$ cat config.mk
export PLATFORM = sky130hd
export DESIGN_NAME = segment_lcd_driver
export DESIGN_NICKNAME = d
export VERILOG_FILES = /design/src/lcd_drv_pkg.sv /design/src/segment_lcd_driver.sv
export SDC_FILE = /design/constraint.sdc
export NUM_CORES = 1
export LEC_CHECK = 0
export CAP_MARGIN = 20
export CELL_PAD_IN_SITES_DETAIL_PLACEMENT = 1
export CELL_PAD_IN_SITES_GLOBAL_PLACEMENT = 1
export CORE_MARGIN = 8
export CORE_UTILIZATION = 52
export DETAILED_ROUTE_END_ITERATION = 8
export DONT_BUFFER_PORTS = 1
export HOLD_SLACK_MARGIN = 0.15
export PLACE_DENSITY_LB_ADDON = 0.1
export SETUP_SLACK_MARGIN = 0.3
export SKIP_CTS_REPAIR_TIMING = 1
export SLEW_MARGIN = 20
export SYNTH_ARGS = -nofsm -noshare
export SYNTH_HDL_FRONTEND = slang
export SYNTH_SLANG_ARGS = --single-unit
$ cat constraint.sdc
create_clock -name clock_in -period 3.05 [get_ports clock_in]
set_clock_uncertainty 0.05 [all_clocks]
set_input_delay 0.7625 -clock clock_in [delete_from_list [all_inputs] [get_ports clock_in]]
set_output_delay 0.7625 -clock clock_in [all_outputs]
set_load 0.05 [all_outputs]
$ cat src/lcd_drv_pkg.sv
// Shared constants, types and the CPU command carrier for the segment display driver
package lcd_drv_pkg;
	localparam int NUM_SEGS     = 24;
	localparam int NUM_COMS     = 4;
	localparam int WORD_W       = 4;
	localparam int ADDR_W       = 5;
	localparam int DRIVE_TYPE_W = 6;
	localparam int LEVEL_W      = 2;
	localparam int DC_GROUP     = 4;
	localparam int ALT_DIV_BASE = 64;
	localparam int ALT_CNT_W    = 9;

	localparam logic [ADDR_W-1:0]       FIRST_DISPLAY_WORD = 5'h00;
	localparam logic [ADDR_W-1:0]       LAST_DISPLAY_WORD  = 5'h17;
	localparam logic [WORD_W-1:0]       WORD_RESET         = 4'h0;
	localparam logic [DRIVE_TYPE_W-1:0] DRIVE_TYPE_RESET   = 6'h00;

	// Drive level codes, ground up to full panel voltage
	localparam logic [LEVEL_W-1:0] LVL_V0 = 2'h0;
	localparam logic [LEVEL_W-1:0] LVL_V1 = 2'h1;
	localparam logic [LEVEL_W-1:0] LVL_V2 = 2'h2;
	localparam logic [LEVEL_W-1:0] LVL_V3 = 2'h3;

	typedef enum logic [2:0] {
		MODE_STATIC = 3'b000,
		MODE_B2_D2  = 3'b001,
		MODE_B2_D3  = 3'b010,
		MODE_B3_D3  = 3'b011,
		MODE_B3_D4  = 3'b100
	} drive_mode_t;

	typedef enum logic [1:0] {
		ALT_DIV_64  = 2'b00,
		ALT_DIV_128 = 2'b01,
		ALT_DIV_256 = 2'b10,
		ALT_DIV_512 = 2'b11
	} alt_div_t;

	typedef struct packed {
		logic                    word_wr;
		logic                    word_rd;
		logic [ADDR_W-1:0]       word_addr;
		logic [WORD_W-1:0]       word_data;
		logic                    display_on_command;
		logic                    display_off_command;
		logic                    drive_type_wr;
		logic [DRIVE_TYPE_W-1:0] drive_type_data;
	} cpu_cmd_t;
endpackage : lcd_drv_pkg

$ cat src/segment_lcd_driver.sv
// Segment display controller: data words, alternating divider, common scan and pin drive
// Summary of operation
// - Drive 24 segment outputs and 4 common outputs, 96 dots total.
// - Drive scheme is one of five build-time bias and duty choices.
// - Alternating frequency is base clock divided by 64, 128, 256 or 512.
// - Frame rate equals alternating frequency divided by commons in use.
// - Hold 24 four-bit display words, first to last, one per segment.
// - Words reach segment outputs continuously by hardware, no software refresh.
// - Bit one gives the lit waveform, bit zero the unlit waveform.
// - Word n drives segment n; bits 0 to 3 select commons 0 to 3.
// - Display-on enables drive when DC_OUTPUT is clear; display-off disables it unless display-on lands in the same cycle.
// - All dots lit during reset; display off after reset until display-on.
// - In DC mode the drive-type register picks push-pull or open-drain.
// - In DC mode every fourth word drives four segment pins directly.
// - In DC mode the other words are plain data storage.
// - Drive-type register is 6 bits, write-only; bit k sets segments 4k..4k+3.
// - Drivable dots are 24, 48, 72 or 96 by commons in use.
module segment_lcd_driver
	import lcd_drv_pkg::*;
#(
	parameter drive_mode_t DRIVE_MODE = MODE_B3_D4, // Bias and duty option
	parameter alt_div_t    ALT_DIV    = ALT_DIV_512, // Alternating divider option
	parameter bit          DC_OUTPUT  = 1'b0         // Segment pins as DC port
) (
	input  wire logic                            clock_in,         // 100 MHz system clock
	input  wire logic                            rst_n_in,         // Async reset, active low
	input  wire logic                            base_tick_in,     // One pulse per display base clock period
	input  wire cpu_cmd_t                        cmd_in,           // Instruction side commands
	output logic [WORD_W-1:0]                    rd_data_out,      // Display word read data
	output logic [NUM_COMS-1:0][LEVEL_W-1:0]     com_level_out,    // Common drive level codes
	output logic [NUM_SEGS-1:0][LEVEL_W-1:0]     seg_level_out,    // Segment drive level codes
	output logic [NUM_SEGS-1:0]                  seg_dc_out,       // DC port output value
	output logic [NUM_SEGS-1:0]                  seg_dc_oe_out,    // DC port output enable
	output logic                                 display_on_out    // Display-on state; panel levels driven only when DC_OUTPUT is clear
);

	if (DRIVE_MODE > MODE_B3_D4) begin : g_bad_mode
		$error("Unsupported drive mode");
	end

	// Commons in use and bias per option
	localparam logic [2:0] NCOM = (DRIVE_MODE == MODE_STATIC) ? 3'h1 :
		(DRIVE_MODE == MODE_B2_D2) ? 3'h2 :
		(DRIVE_MODE == MODE_B3_D4) ? 3'h4 : 3'h3;
	localparam bit THIRD_BIAS = (DRIVE_MODE == MODE_B3_D3) || (DRIVE_MODE == MODE_B3_D4);
	localparam bit STATIC_MODE = (DRIVE_MODE == MODE_STATIC);
	localparam logic [1:0] LAST_COM = 2'(NCOM - 3'h1);
	localparam logic [ALT_CNT_W-1:0] ALT_TERM = ALT_CNT_W'((ALT_DIV_BASE << int'(ALT_DIV)) - 1);

	logic [WORD_W-1:0]                word_reg [NUM_SEGS];
	logic [WORD_W-1:0]                rd_data_reg;
	logic [DRIVE_TYPE_W-1:0]          drive_type_reg;
	logic                             on_reg;
	logic [ALT_CNT_W-1:0]             alt_cnt_reg;
	logic [1:0]                       com_idx_reg;
	logic                             pol_reg;
	logic [NUM_COMS-1:0][LEVEL_W-1:0] com_level_reg;
	logic [NUM_SEGS-1:0][LEVEL_W-1:0] seg_level_reg;
	logic [NUM_SEGS-1:0]              seg_dc_reg;
	logic [NUM_SEGS-1:0]              seg_dc_oe_reg;

	wire addr_ok   = cmd_in.word_addr <= LAST_DISPLAY_WORD;
	wire alt_tick  = base_tick_in && (alt_cnt_reg == ALT_TERM);
	wire frame_end = com_idx_reg == LAST_COM;
	wire drive_lcd = on_reg && !DC_OUTPUT;
	// Display-on wins when both commands land together
	wire on_next   = cmd_in.display_on_command ? 1'b1 :
		cmd_in.display_off_command ? 1'b0 : on_reg;

	// Static selects its one common at full swing; multiplexed non-select sits at V1, or at V1/V2 by polarity at third bias
	wire [LEVEL_W-1:0] com_sel_lvl   = pol_reg ? LVL_V3 : LVL_V0;
	wire [LEVEL_W-1:0] com_unsel_lvl = THIRD_BIAS ? (pol_reg ? LVL_V1 : LVL_V2) : LVL_V1;
	wire [LEVEL_W-1:0] seg_lit_lvl   = pol_reg ? LVL_V0 : LVL_V3;
	wire [LEVEL_W-1:0] seg_dark_lvl  = THIRD_BIAS ? (pol_reg ? LVL_V2 : LVL_V1) : com_sel_lvl;

	always_ff @(posedge clock_in or negedge rst_n_in) begin
		if (!rst_n_in) begin
			for (int i = 0; i < NUM_SEGS; i++) begin
				word_reg[i] <= WORD_RESET;
			end
		end else if (cmd_in.word_wr && addr_ok) begin
			word_reg[cmd_in.word_addr] <= cmd_in.word_data;
		end
	end

	always_ff @(posedge clock_in or negedge rst_n_in) begin
		if (!rst_n_in) begin
			rd_data_reg <= WORD_RESET;
		end else if (cmd_in.word_rd) begin
			rd_data_reg <= addr_ok ? word_reg[cmd_in.word_addr] : WORD_RESET;
		end
	end

	always_ff @(posedge clock_in or negedge rst_n_in) begin
		if (!rst_n_in) begin
			drive_type_reg <= DRIVE_TYPE_RESET;
			on_reg         <= 1'b0;
		end else begin
			if (cmd_in.drive_type_wr) begin
				drive_type_reg <= cmd_in.drive_type_data;
			end
			on_reg <= on_next;
		end
	end

	// Alternating divider and common scan; frame = NCOM alternating periods
	always_ff @(posedge clock_in or negedge rst_n_in) begin
		if (!rst_n_in) begin
			alt_cnt_reg <= '0;
			com_idx_reg <= 2'h0;
			pol_reg     <= 1'b1;
		end else if (base_tick_in) begin
			alt_cnt_reg <= alt_tick ? '0 : alt_cnt_reg + 1'b1;
			if (alt_tick) begin
				com_idx_reg <= frame_end ? 2'h0 : com_idx_reg + 2'h1;
				pol_reg     <= frame_end ? !pol_reg : pol_reg;
			end
		end
	end

	for (genvar c = 0; c < NUM_COMS; c++) begin : g_com
		wire in_use = c < int'(NCOM);
		wire [LEVEL_W-1:0] lvl_next = (!drive_lcd || !in_use) ? LVL_V0 :
			(STATIC_MODE || com_idx_reg == 2'(c)) ? com_sel_lvl : com_unsel_lvl;
		always_ff @(posedge clock_in or negedge rst_n_in) begin
			if (!rst_n_in) begin
				com_level_reg[c] <= LVL_V3;
			end else begin
				com_level_reg[c] <= lvl_next;
			end
		end
	end

	// Every segment reads its own word each cycle, so the panel never waits on software
	for (genvar s = 0; s < NUM_SEGS; s++) begin : g_seg
		wire dot = word_reg[s][com_idx_reg];
		wire [LEVEL_W-1:0] lvl_next = !drive_lcd ? LVL_V0 : (dot ? seg_lit_lvl : seg_dark_lvl);
		wire dc_bit = word_reg[(s / DC_GROUP) * DC_GROUP][s % DC_GROUP];
		wire od     = drive_type_reg[s / DC_GROUP];
		always_ff @(posedge clock_in or negedge rst_n_in) begin
			if (!rst_n_in) begin
				seg_level_reg[s] <= LVL_V0;
				seg_dc_reg[s]    <= 1'b0;
				seg_dc_oe_reg[s] <= 1'b0;
			end else begin
				seg_level_reg[s] <= lvl_next;
				seg_dc_reg[s]    <= DC_OUTPUT && !od && dc_bit;
				seg_dc_oe_reg[s] <= DC_OUTPUT && (!od || !dc_bit);
			end
		end
	end

	assign rd_data_out    = rd_data_reg;
	assign com_level_out  = com_level_reg;
	assign seg_level_out  = seg_level_reg;
	assign seg_dc_out     = seg_dc_reg;
	assign seg_dc_oe_out  = seg_dc_oe_reg;
	assign display_on_out = on_reg;

	a_on_command_enables: assert property (@(posedge clock_in) disable iff (!rst_n_in)
		cmd_in.display_on_command |=> on_reg ##1 (on_reg || $past(cmd_in.display_off_command)))
		else $error("display-on command did not enable drive");

	a_off_command_disables: assert property (@(posedge clock_in) disable iff (!rst_n_in)
		cmd_in.display_off_command && !cmd_in.display_on_command |=> !on_reg)
		else $error("display-off command did not disable drive");

	a_off_commons_idle: assert property (@(posedge clock_in) disable iff (!rst_n_in)
		!on_reg |=> com_level_reg == '0 && seg_level_reg == '0)
		else $error("outputs not idle while display off");

	a_alt_divider_wrap: assert property (@(posedge clock_in) disable iff (!rst_n_in)
		base_tick_in && alt_cnt_reg == ALT_TERM |=> alt_cnt_reg == '0)
		else $error("alternating divider did not wrap at its terminal count");

	a_scan_frame_order: assert property (@(posedge clock_in) disable iff (!rst_n_in)
		alt_tick && frame_end |=> com_idx_reg == 2'h0 && pol_reg != $past(pol_reg))
		else $error("frame end did not restart scan with reversed polarity");

	a_scan_stays_in_use: assert property (@(posedge clock_in) disable iff (!rst_n_in)
		1'b1 |-> com_idx_reg <= LAST_COM)
		else $error("scan reached an unused common");

	a_lit_dot_opposes: assert property (@(posedge clock_in) disable iff (!rst_n_in)
		drive_lcd && !cmd_in.display_off_command && word_reg[0][com_idx_reg] && com_idx_reg == 2'h0
		|=> seg_level_reg[0] != com_level_reg[0])
		else $error("lit dot does not oppose its selected common");

	a_dc_push_pull: assert property (@(posedge clock_in) disable iff (!rst_n_in)
		DC_OUTPUT && !drive_type_reg[0] |=> seg_dc_oe_reg[0] && seg_dc_reg[1] == $past(word_reg[0][1]))
		else $error("push-pull group not driving word bit");

	a_dc_open_drain: assert property (@(posedge clock_in) disable iff (!rst_n_in)
		DC_OUTPUT && drive_type_reg[5] && word_reg[20][3] && !cmd_in.drive_type_wr |=> !seg_dc_oe_reg[23])
		else $error("open-drain pin pulled low for a one bit");

	a_word_read_back: assert property (@(posedge clock_in) disable iff (!rst_n_in)
		cmd_in.word_rd && cmd_in.word_addr == 5'h01 |=> rd_data_reg == $past(word_reg[1]))
		else $error("read did not return stored word");

	a_word_write_lands: assert property (@(posedge clock_in) disable iff (!rst_n_in)
		cmd_in.word_wr && cmd_in.word_addr == LAST_DISPLAY_WORD |=> word_reg[NUM_SEGS-1] == $past(cmd_in.word_data))
		else $error("write to the last display word did not land");

	a_high_addr_ignored: assert property (@(posedge clock_in) disable iff (!rst_n_in)
		cmd_in.word_rd && !addr_ok |=> rd_data_reg == WORD_RESET)
		else $error("read beyond the last display word returned data");

	a_drive_type_load: assert property (@(posedge clock_in) disable iff (!rst_n_in)
		cmd_in.drive_type_wr |=> drive_type_reg == $past(cmd_in.drive_type_data))
		else $error("drive-type write did not load");

	a_scan_holds: assert property (@(posedge clock_in) disable iff (!rst_n_in)
		!alt_tick |=> com_idx_reg == $past(com_idx_reg) && pol_reg == $past(pol_reg))
		else $error("scan moved between alternating ticks");

	a_static_flip: assert property (@(posedge clock_in) disable iff (!rst_n_in)
		STATIC_MODE && alt_tick |=> pol_reg != $past(pol_reg))
		else $error("static drive did not reverse polarity");

	a_dc_levels_idle: assert property (@(posedge clock_in) disable iff (!rst_n_in)
		DC_OUTPUT |=> com_level_reg == '0 && seg_level_reg == '0)
		else $error("panel levels driven in DC output mode");

endmodule : segment_lcd_driver

==> out/qor.txt, run 1 <==
cell family with most CP delay: buffers and inverters
Routed WL: 18,900 um
endpoint required time on the critical path: 2240 ps
DPL Wire Length: 12,500 um
layout net count: 614
Via Count: 4,621
Final min period: 2390 ps
Netlist cell types: 51
row cnt: 45
footprint of the multi-input gates: 3720 sq um
Worst setup EP type: primary output
Clock Root Buffer: clkbuf_16
R2R Setup Slk: 750 ps
CTS Sinks: 143
final setup fails: 0
register area: 3590 sq um
RSZ-0062 raised after global routing: no
placement-stage cell area: 7690 sq um
ranking of synthesized cells by instance count: 137 x dfrtp_1, 94 x mux2_2, 81 x buf_4
Synth async-reset ratio: 100%
sequential area share after synthesis: 45.3%
number of enable flip-flop cells after synthesis: 0
Chip Height: 139 um
Rel. slew slack: 39.1%
crit-path max cell delay: 680 ps
R2R depth: 8
crit path max fanout: 6
worst-case vdd ir drop: 397 uV
FF-to-FF End: alt_cnt_reg[5]
max-cap viol count: 0
setup_tns: 0 ps
Main synth FF type: dfrtp_1
status: finished, violations left
Starting Density: 52.7%
CTS tree: done
via/cell ratio: 5.88
Iteration-0 DRC Markers: 298
Pwr Density: 683 nW/um^2
violated checks: negative hold slack
Die Width: 139 um
LEAKAGE: 3.81 nW
final hold vios: 16
cell taking the most area after synthesis: dfrtp_1
first-pass GRT wire length: 30,400 um
worst r2r src: alt_cnt_reg[0]
slew at the pin with the worst max-slew slack: 913 ps
main area contributors after synthesis: dfrtp_1 43%, mux2_2 13%, mux4_2 8.8%
synthesized cell area: 7920 sq um
GRT Util Overall: 20.5%
# IOs: 132
final core utilization: 55.2%
clock buffer count from CTS: 17
clk buf depth: 2
Worst Setup Start Kind: flop
Port-buffer cells: 0
max reg flops: 72
critical path arrival: 1580 ps
P&R area growth vs syn: 4.77%
clock-pin slew on the worst setup and hold paths: 60 ps
most numerous cell in the Yosys netlist: dfrtp_1
per-cell routed wire length: 24.1 um
Crit Path Class: flop to primary output
share of layout cells above drive strength 1: 31.1%
vias in the first global route: 5,001
clock latency on the worst-skew pair: 430 ps
DR DRC count: 0
Synth Register Bits: 143
CP Cell Sequence: buf_4
DRT Pass-1 Iters: 4
core box area: 15,000 sq um
area share of the largest cell type after synthesis: 43.3%
Max Transition Viols Final: 0
Mapped Cells: 623
setup ws final: 660 ps
initial antenna violation count: 0
n_diodes: 0
Syn. warnings: 0
largest net degree at the start of global routing: 144
hold crit path type: primary input to async pin
H-tree depth: 4
CP bufs+invs: 1
Fmax: 0.418 GHz
Filler cells: 1,504
gpl congestion: 0.793
Fin Hold WS: -14.3 ps
syn_area_per_cell: 12.7 sq um
Final Cycle Share: 78.4%
die area: 19,400 sq um
gr ovfl total: 0
Worst path slowest cell: buf_4
pre-CTS setup slack: 753 ps
Design Area, Final: 8300 sq um
Routed Antenna Nets: 0
[worst max-delay path by stage]
stage,depth (start not counted),from,slack [ps],to
detailed placement,8,alt_cnt_reg[0],750,alt_cnt_reg[5]
global placement,8,alt_cnt_reg[0],840,alt_cnt_reg[5]
finish,1,seg_level_out[16],660,seg_level_out[16]
global route,8,alt_cnt_reg[0],600,alt_cnt_reg[5]
CTS,1,seg_level_out[16],640,seg_level_out[16]
floorplan,5,cmd_in[17],830,g_seg[20].dc_bit
[layer usage]
| metal | wire [um] | global-route usage, % | vias to the layer above |
|---|---|---|---|
| met5 | 0 | 0 | - |
| met4 | 250 | 7.22 | 0 |
| met3 | 1480 | 6.29 | 22 |
| met2 | 9410 | 34.0 | 147 |
| met1 | 7780 | 24.7 | 2428 |
| li1 | - | - | 2024 |
[power breakdown]
group	total, W	leakage, nW	switching, W	internal (W)
clock network	0.00215	0.288	0.000804	0.00135
registers	0.00264	1.85	0.000439	0.00220
logic	0.000878	1.68	0.000465	0.000414
[cell usage in the layout (no fill, tap or decap), types with 3 or more instances in the layout]
cell type	netlist	final
a31oi_1	3	3
and2_1	31	31
and3_1	4	4
buf_4	81	4
bufinv_16	0	3
clkbuf_16	0	17
clkbuf_8	0	3
clkinv_2	0	3
clkinvlp_4	0	4
conb_1	1	48
dfrtp_1	137	135
dfstp_2	6	6
ha_1	6	6
inv_1	10	10
mux2_2	94	94
mux2_4	4	4
mux2i_1	36	36
mux4_2	31	31
nand2_1	28	28
nand3_1	6	6
nor2_1	7	7
nor2b_1	3	3
nor2b_4	3	3
nor3_4	3	3
nor4_1	4	4
o21ai_0	13	13
o22ai_1	16	16
or4b_1	3	3
or4bb_1	3	3
xnor2_1	5	5
xor2_1	24	24
[per-stage QoR]
stage	total power [W]	cells
global placement	0.00350	754
global route	0.00588	786
detailed placement	0.00355	754
finish	0.00567	786
CTS	0.00572	786
floorplan	0.00344	670
[final cells by class]
type / instances / area share [%]
Multi-Input combinational cell: 406 / 44.8
Sequential cell: 143 / 43.3
Clock buffer: 22 / 5.71
Tap cell: 188 / 2.83
Clock inverter: 10 / 1.63
Timing Repair Buffer: 7 / 1.27
Inverter: 10 / 0.452
[cells by family (layout without fill, tap and decap cells)]
group,Yosys count,count (layout),share of synthesized area [%]
AO/OA/AOI/OAI,44,44,3.59
XOR/XNOR,29,29,3.21
adder cells (fa/ha/maj),6,6,0.948
buffers and inverters,121,49,9.98
flip-flops,143,143,45.3
multiplexers,165,165,27.5
other,1,48,0.0473
AND/OR/NAND/NOR,114,114,9.49
No activity file was read; power rests on OpenSTA's default activity.
==> run 2, diff against run 1 <==
clock period = 2.4 ns   (was 3.05 ns; I/O delays follow)
==> run 2 against run 1 <==
  * The flow still finishes with violations (negative hold slack)
  * Die area unchanged
  * Register-to-register slack got worse by 350 ps
  * Flip-flop and latch count did not move
  * Final cell count up 0.64%
  * Worst hold slack worse by 160 ps
  * Utilization is 0.55 points higher
  * Total power grew 28%
  * Combinational power is 26% higher
  * Critical path type unchanged
  * Largest cell class unchanged
==> out/qor.txt, run 2 (synthesis results as in run 1) <==
setup_tns: 0 ps (unchanged)
Starting Density: 52.7% (unchanged)
setup ws final: 290 ps (-370 ps)
row cnt: 45 (unchanged)
FF-to-FF End: alt_cnt_reg[6]
LEAKAGE: 3.85 nW (+0.88%)
Routed WL: 18,800 um (-0.48%)
clock-pin slew on the worst setup and hold paths: 60 ps (about the same)
R2R Setup Slk: 400 ps (-350 ps)
# IOs: 132 (unchanged)
violated checks: negative hold slack
Final min period: 2110 ps
final hold vios: 137 (+121)
RSZ-0062 raised after global routing: yes
most frequent cells in the layout: 136 x dfrtp_1, 94 x mux2_2, 48 x conb_1
critical path arrival: 1460 ps (-120 ps)
n_diodes: 0 (unchanged)
max reg flops: 72 (unchanged)
commonest non-fill, non-tap cell in the layout: dfrtp_1
clock buffer count from CTS: 17 (unchanged)
CTS Sinks: 143 (unchanged)
Fmax: 0.474 GHz
DPL Wire Length: 12,400 um (-1.3%)
final core utilization: 55.8% (+0.55 points)
Max Transition Viols Final: 0 (unchanged)
largest net degree at the start of global routing: 144 (unchanged)
H-tree depth: 4 (unchanged)
DR DRC count: 0 (unchanged)
worst setup path endpoint: seg_level_out[44]
via/cell ratio: 5.90 (+0.38%)
Pwr Density: 864 nW/um^2 (+27%)
worst r2r src: alt_cnt_reg[0]
Worst setup EP type: primary output
per-cell routed wire length: 23.8 um (-1.1%)
worst-case vdd ir drop: 482 uV (+21%)
layout net count: 620 (+0.98%)
DRT Pass-1 Iters: 4 (unchanged)
hold crit path type: primary input to async pin
Port-buffer cells: 0 (unchanged)
Via Count: 4,668 (+1.0%)
Iteration-0 DRC Markers: 239 (-20%)
gr ovfl total: 0 (unchanged)
Die Width: 139 um (unchanged)
Rel. slew slack: 62.0% (+23 points)
WP depth: 1 (unchanged)
pre-CTS setup slack: 174 ps (-579 ps)
status: finished, violations left
core box area: 15,000 sq um (unchanged)
Fin Hold WS: -176 ps (-161 ps)
vias in the first global route: 5,018 (+0.34%)
first-pass GRT wire length: 29,900 um (-1.6%)
Worst Setup Start Kind: flop
dpl cells: 757 (+0.40%)
fin cells: 791 (+0.64%)
R2R depth: 8 (unchanged)
Crit Path Class: flop to primary output
die area: 19,400 sq um (unchanged)
CP bufs+invs: 1 (unchanged)
Worst path slowest cell: buf_16
Routed Antenna Nets: 0 (unchanged)
final setup fails: 0 (unchanged)
Worst Setup SP: seg_level_out[16]
cell family with most CP delay: buffers and inverters
crit path max fanout: 14 (+8)
endpoint required time on the critical path: 1750 ps (-490 ps)
clock latency on the worst-skew pair: 420 ps (about the same)
crit-path max cell delay: 570 ps (-110 ps)
share of layout cells above drive strength 1: 32.8% (+1.7 points)
Chip Height: 139 um (unchanged)
CP Cell Sequence: buf_16
max-cap viol count: 0 (unchanged)
Clock Root Buffer: clkbuf_16
slew at the pin with the worst max-slew slack: 570 ps (-343 ps)
CTS tree: done
gpl congestion: 0.829 (+4.5%)
P&R area growth vs syn: 5.81%
initial antenna violation count: 0 (unchanged)
clk buf depth: 2 (unchanged)
GRT Util Overall: 20.0% (-0.45 points)
Tot Pwr: 0.00725 W (+28%)
Final Cycle Share: 87.9%
run 2: worst min-delay path by stage:
stage / slack, ps / depth (start not counted) / to
2_1_floorplan: 250 / 0 / alt_cnt_reg[0]
3_3_place_gp: 260 / 0 / word_reg[57]
3_5_place_dp: 260 / 0 / seg_level_out[19]
4_1_cts: -200 / 0 / word_reg[59]
5_1_grt: -200 / 0 / word_reg[59]
6_report: -180 / 0 / word_reg[59]
run 2: power by group:
group	total, W	switching, W	internal, W
clock	0.00277	0.00104	0.00173
combinational	0.00111	0.000581	0.000530
sequential	0.00336	0.000560	0.00280
total	0.00725	0.00218	0.00506
run 2: routing by layer:
metal / part of all wire (%) / wire length [um] / global-route usage [%]
met3: 6.9 / 1290 / 5.78
met1: 43 / 8180 / 25.7
met4: 1.9 / 367 / 7.86
met2: 48 / 8980 / 31.4
met5: 0 / 0 / 0
run 2: worst register-to-register path, cell delays in order (launching register included):
cell and delay, ps:
dfrtp_1 390, ha_2 210, and3_4 190, and3_4 200, and3_1 200, ha_4 190, buf_4 150, o21ai_0 90
a22o_1 230
run 2: layout make-up:
type | count | area [sq um]
Fill cell | 1507 | 6650
Multi-Input combinational cell | 406 | 3750
Sequential cell | 143 | 3590
Clock buffer | 17 | 425
Tap cell | 188 | 235
Clock inverter | 14 | 193
Timing Repair Buffer | 13 | 150
Inverter | 10 | 37.5
run 2: through the flow:
step	cell area, sq um	hold slack, ps
floorplan	8100	254
global placement	7700	261
detailed placement	7700	258
CTS	8320	-203
global route	8380	-200
finish	8380	-176
==> run 3, diff against run 2 <==
==> constraint.sdc (replaced) <==
create_clock -name clock_in -period 2.4 [get_ports clock_in]
set_clock_uncertainty 0.05 [all_clocks]
set_input_delay 0.12 -clock clock_in [delete_from_list [all_inputs] [get_ports clock_in]]
set_output_delay 0.12 -clock clock_in [all_outputs]
set_load 0.05 [all_outputs]
==> run 3 against run 2 <==
  * The flow still finishes with violations (negative hold slack)
  * Worst hold slack lost 490 ps
  * Setup slack gained 44 ps
  * Die area did not move
  * First-iteration DRC count increased by 37%
  * Fmax increased by 2.1%
  * Sequential power is essentially flat
  * Wire length increased by 5.2%
==> out/qor.txt, run 3 (synthesis results as in run 1) <==
n_diodes: 0 (unchanged)
Fin Hold WS: -662 ps (-486 ps)
worst-case vdd ir drop: 476 uV (-1.4%)
Worst setup EP type: flop
Tot Pwr: 0.00743 W (+2.6%)
Design Area, Final: 8930 sq um (+6.5%)
grt met3 use: 5.64% (-0.14 points)
endpoint required time on the critical path: 2660 ps (+910 ps)
via/cell ratio: 5.77 (-2.3%)
DR DRC count: 0 (unchanged)
P&R area growth vs syn: 12.7%
clock-pin slew on the worst setup and hold paths: 60 ps (about the same)
max-cap viol count: 0 (unchanged)
Final Cycle Share: 86.1% (-1.8 points)
Routed WL: 19,800 um (+5.2%)
share of layout cells above drive strength 1: 31.1% (-1.7 points)
Port-buffer cells: 0 (unchanged)
Routed Antenna Nets: 0 (unchanged)
slew at the pin with the worst max-slew slack: 570 ps (-0.225 ps)
final setup fails: 0 (unchanged)
per-cell routed wire length: 23.5 um (-1.3%)
Starting Density: 52.7% (unchanged)
largest net degree at the start of global routing: 144 (unchanged)
GR Util met2: 32.8% (+1.4 points)
gr ovfl total: 0 (unchanged)
Filler cells: 1,458 (-3.3%)
crit path max fanout: 15 (+1)
Pwr Density: 833 nW/um^2 (-3.7%)
FF-to-FF End: alt_cnt_reg[6]
clock buffer count from CTS: 17 (unchanged)
Via Count: 4,861 (+4.1%)
# IOs: 132 (unchanged)
status: finished, violations left
Worst Setup Start Kind: primary input
CTS tree: done
Clock Root Buffer: clkbuf_16
layout net count: 671 (+8.2%)
commonest non-fill, non-tap cell in the layout: dfrtp_1
max reg flops: 72 (unchanged)
RSZ-0062 raised after global routing: no
DRT Pass-1 Iters: 4 (unchanged)
critical path arrival: 2320 ps (+860 ps)
CTS Sinks: 143 (unchanged)
Die Width: 139 um (unchanged)
core box area: 15,000 sq um (unchanged)
Final min period: 2070 ps (-44.2 ps)
LEAKAGE: 4.07 nW (+5.9%)
Max Transition Viols Final: 0 (unchanged)
Top Usage Layer GRT: met2
worst r2r src: alt_cnt_reg[1]
Iteration-0 DRC Markers: 328 (+37%)
violated checks: negative hold slack
GRT Util Overall: 20.2% (+0.24 points)
setup_tns: 0 ps (unchanged)
row cnt: 45 (unchanged)
vias in the first global route: 5,144 (+2.5%)
hold crit path type: primary input to async pin
Crit Path Class: primary input to flop
Fmax: 0.484 GHz (+2.1%)
die area: 19,400 sq um (unchanged)
final hold vios: 155 (+13%)
most frequent cells in the layout: 136 x dfrtp_1, 94 x mux2_2, 48 x conb_1
gpl congestion: 0.814 (-1.8%)
clk buf depth: 2 (unchanged)
R2R Setup Slk: 400 ps (about the same)
first-pass GRT wire length: 30,300 um (+1.5%)
Rel. slew slack: 62.0% (about the same)
placement-stage cell area: 7700 sq um (about the same)
met1 usage: 25.7% (-0.066 points)
clock latency on the worst-skew pair: 430 ps (about the same)
R2R depth: 8 (unchanged)
Chip Height: 139 um (unchanged)
H-tree depth: 4 (unchanged)
DPL Wire Length: 12,700 um (+2.4%)
initial antenna violation count: 0 (unchanged)
## run 3: how the worst max path moves through the flow
stage / start / to / slack (ps) / depth (start not counted)
final: cmd_in[17] / word_reg[25] / 330 / 5
after global routing: cmd_in[15] / word_reg[21] / 250 / 5
after CTS: alt_cnt_reg[0] / alt_cnt_reg[5] / 90 / 8
after detailed placement: alt_cnt_reg[0] / alt_cnt_reg[5] / 90 / 8
after global placement: alt_cnt_reg[0] / alt_cnt_reg[5] / 230 / 8
after floorplan: alt_cnt_reg[0] / com_idx_reg[1] / 320 / 8
## run 3: worst max-delay path, stage by stage
cell and delay [ps]:
dlygate4sd3_1 710, nor3b_2 380, nand2_1 220, mux2_2 320, dlygate4sd3_1 570
## run 3: layout make-up
type | count | area (sq um) | area share, %
Multi-Input combinational cell | 406 | 3760 | 42.1
Sequential cell | 143 | 3590 | 40.2
Timing Repair Buffer | 64 | 678 | 7.60
Clock buffer | 18 | 439 | 4.92
Tap cell | 188 | 235 | 2.63
Clock inverter | 14 | 190 | 2.13
Inverter | 10 | 37.5 | 0.420
## run 3: where the power goes
group / switching [W] / total [W] / internal, W
registers: 0.000556 / 0.00336 / 0.00280
logic: 0.000654 / 0.00128 / 0.000623
clock network: 0.00103 / 0.00280 / 0.00176
## run 3: stage by stage
stage	util, %	hold WS [ps]	std cells	worst slack [ps]
finish	59.4	-662	843	334
global route	59.4	-681	843	255
CTS	55.4	-674	790	88.2
detailed placement	51.2	-220	758	88.4
global placement	51.2	-219	758	228
floorplan	-	-226	670	323
## run 3: metal layers
metal  wire length, um  share of wire, %
met4               233               1.2
met2              9910                50
met1              8210                41
met5                 0                 0
met3              1470               7.4
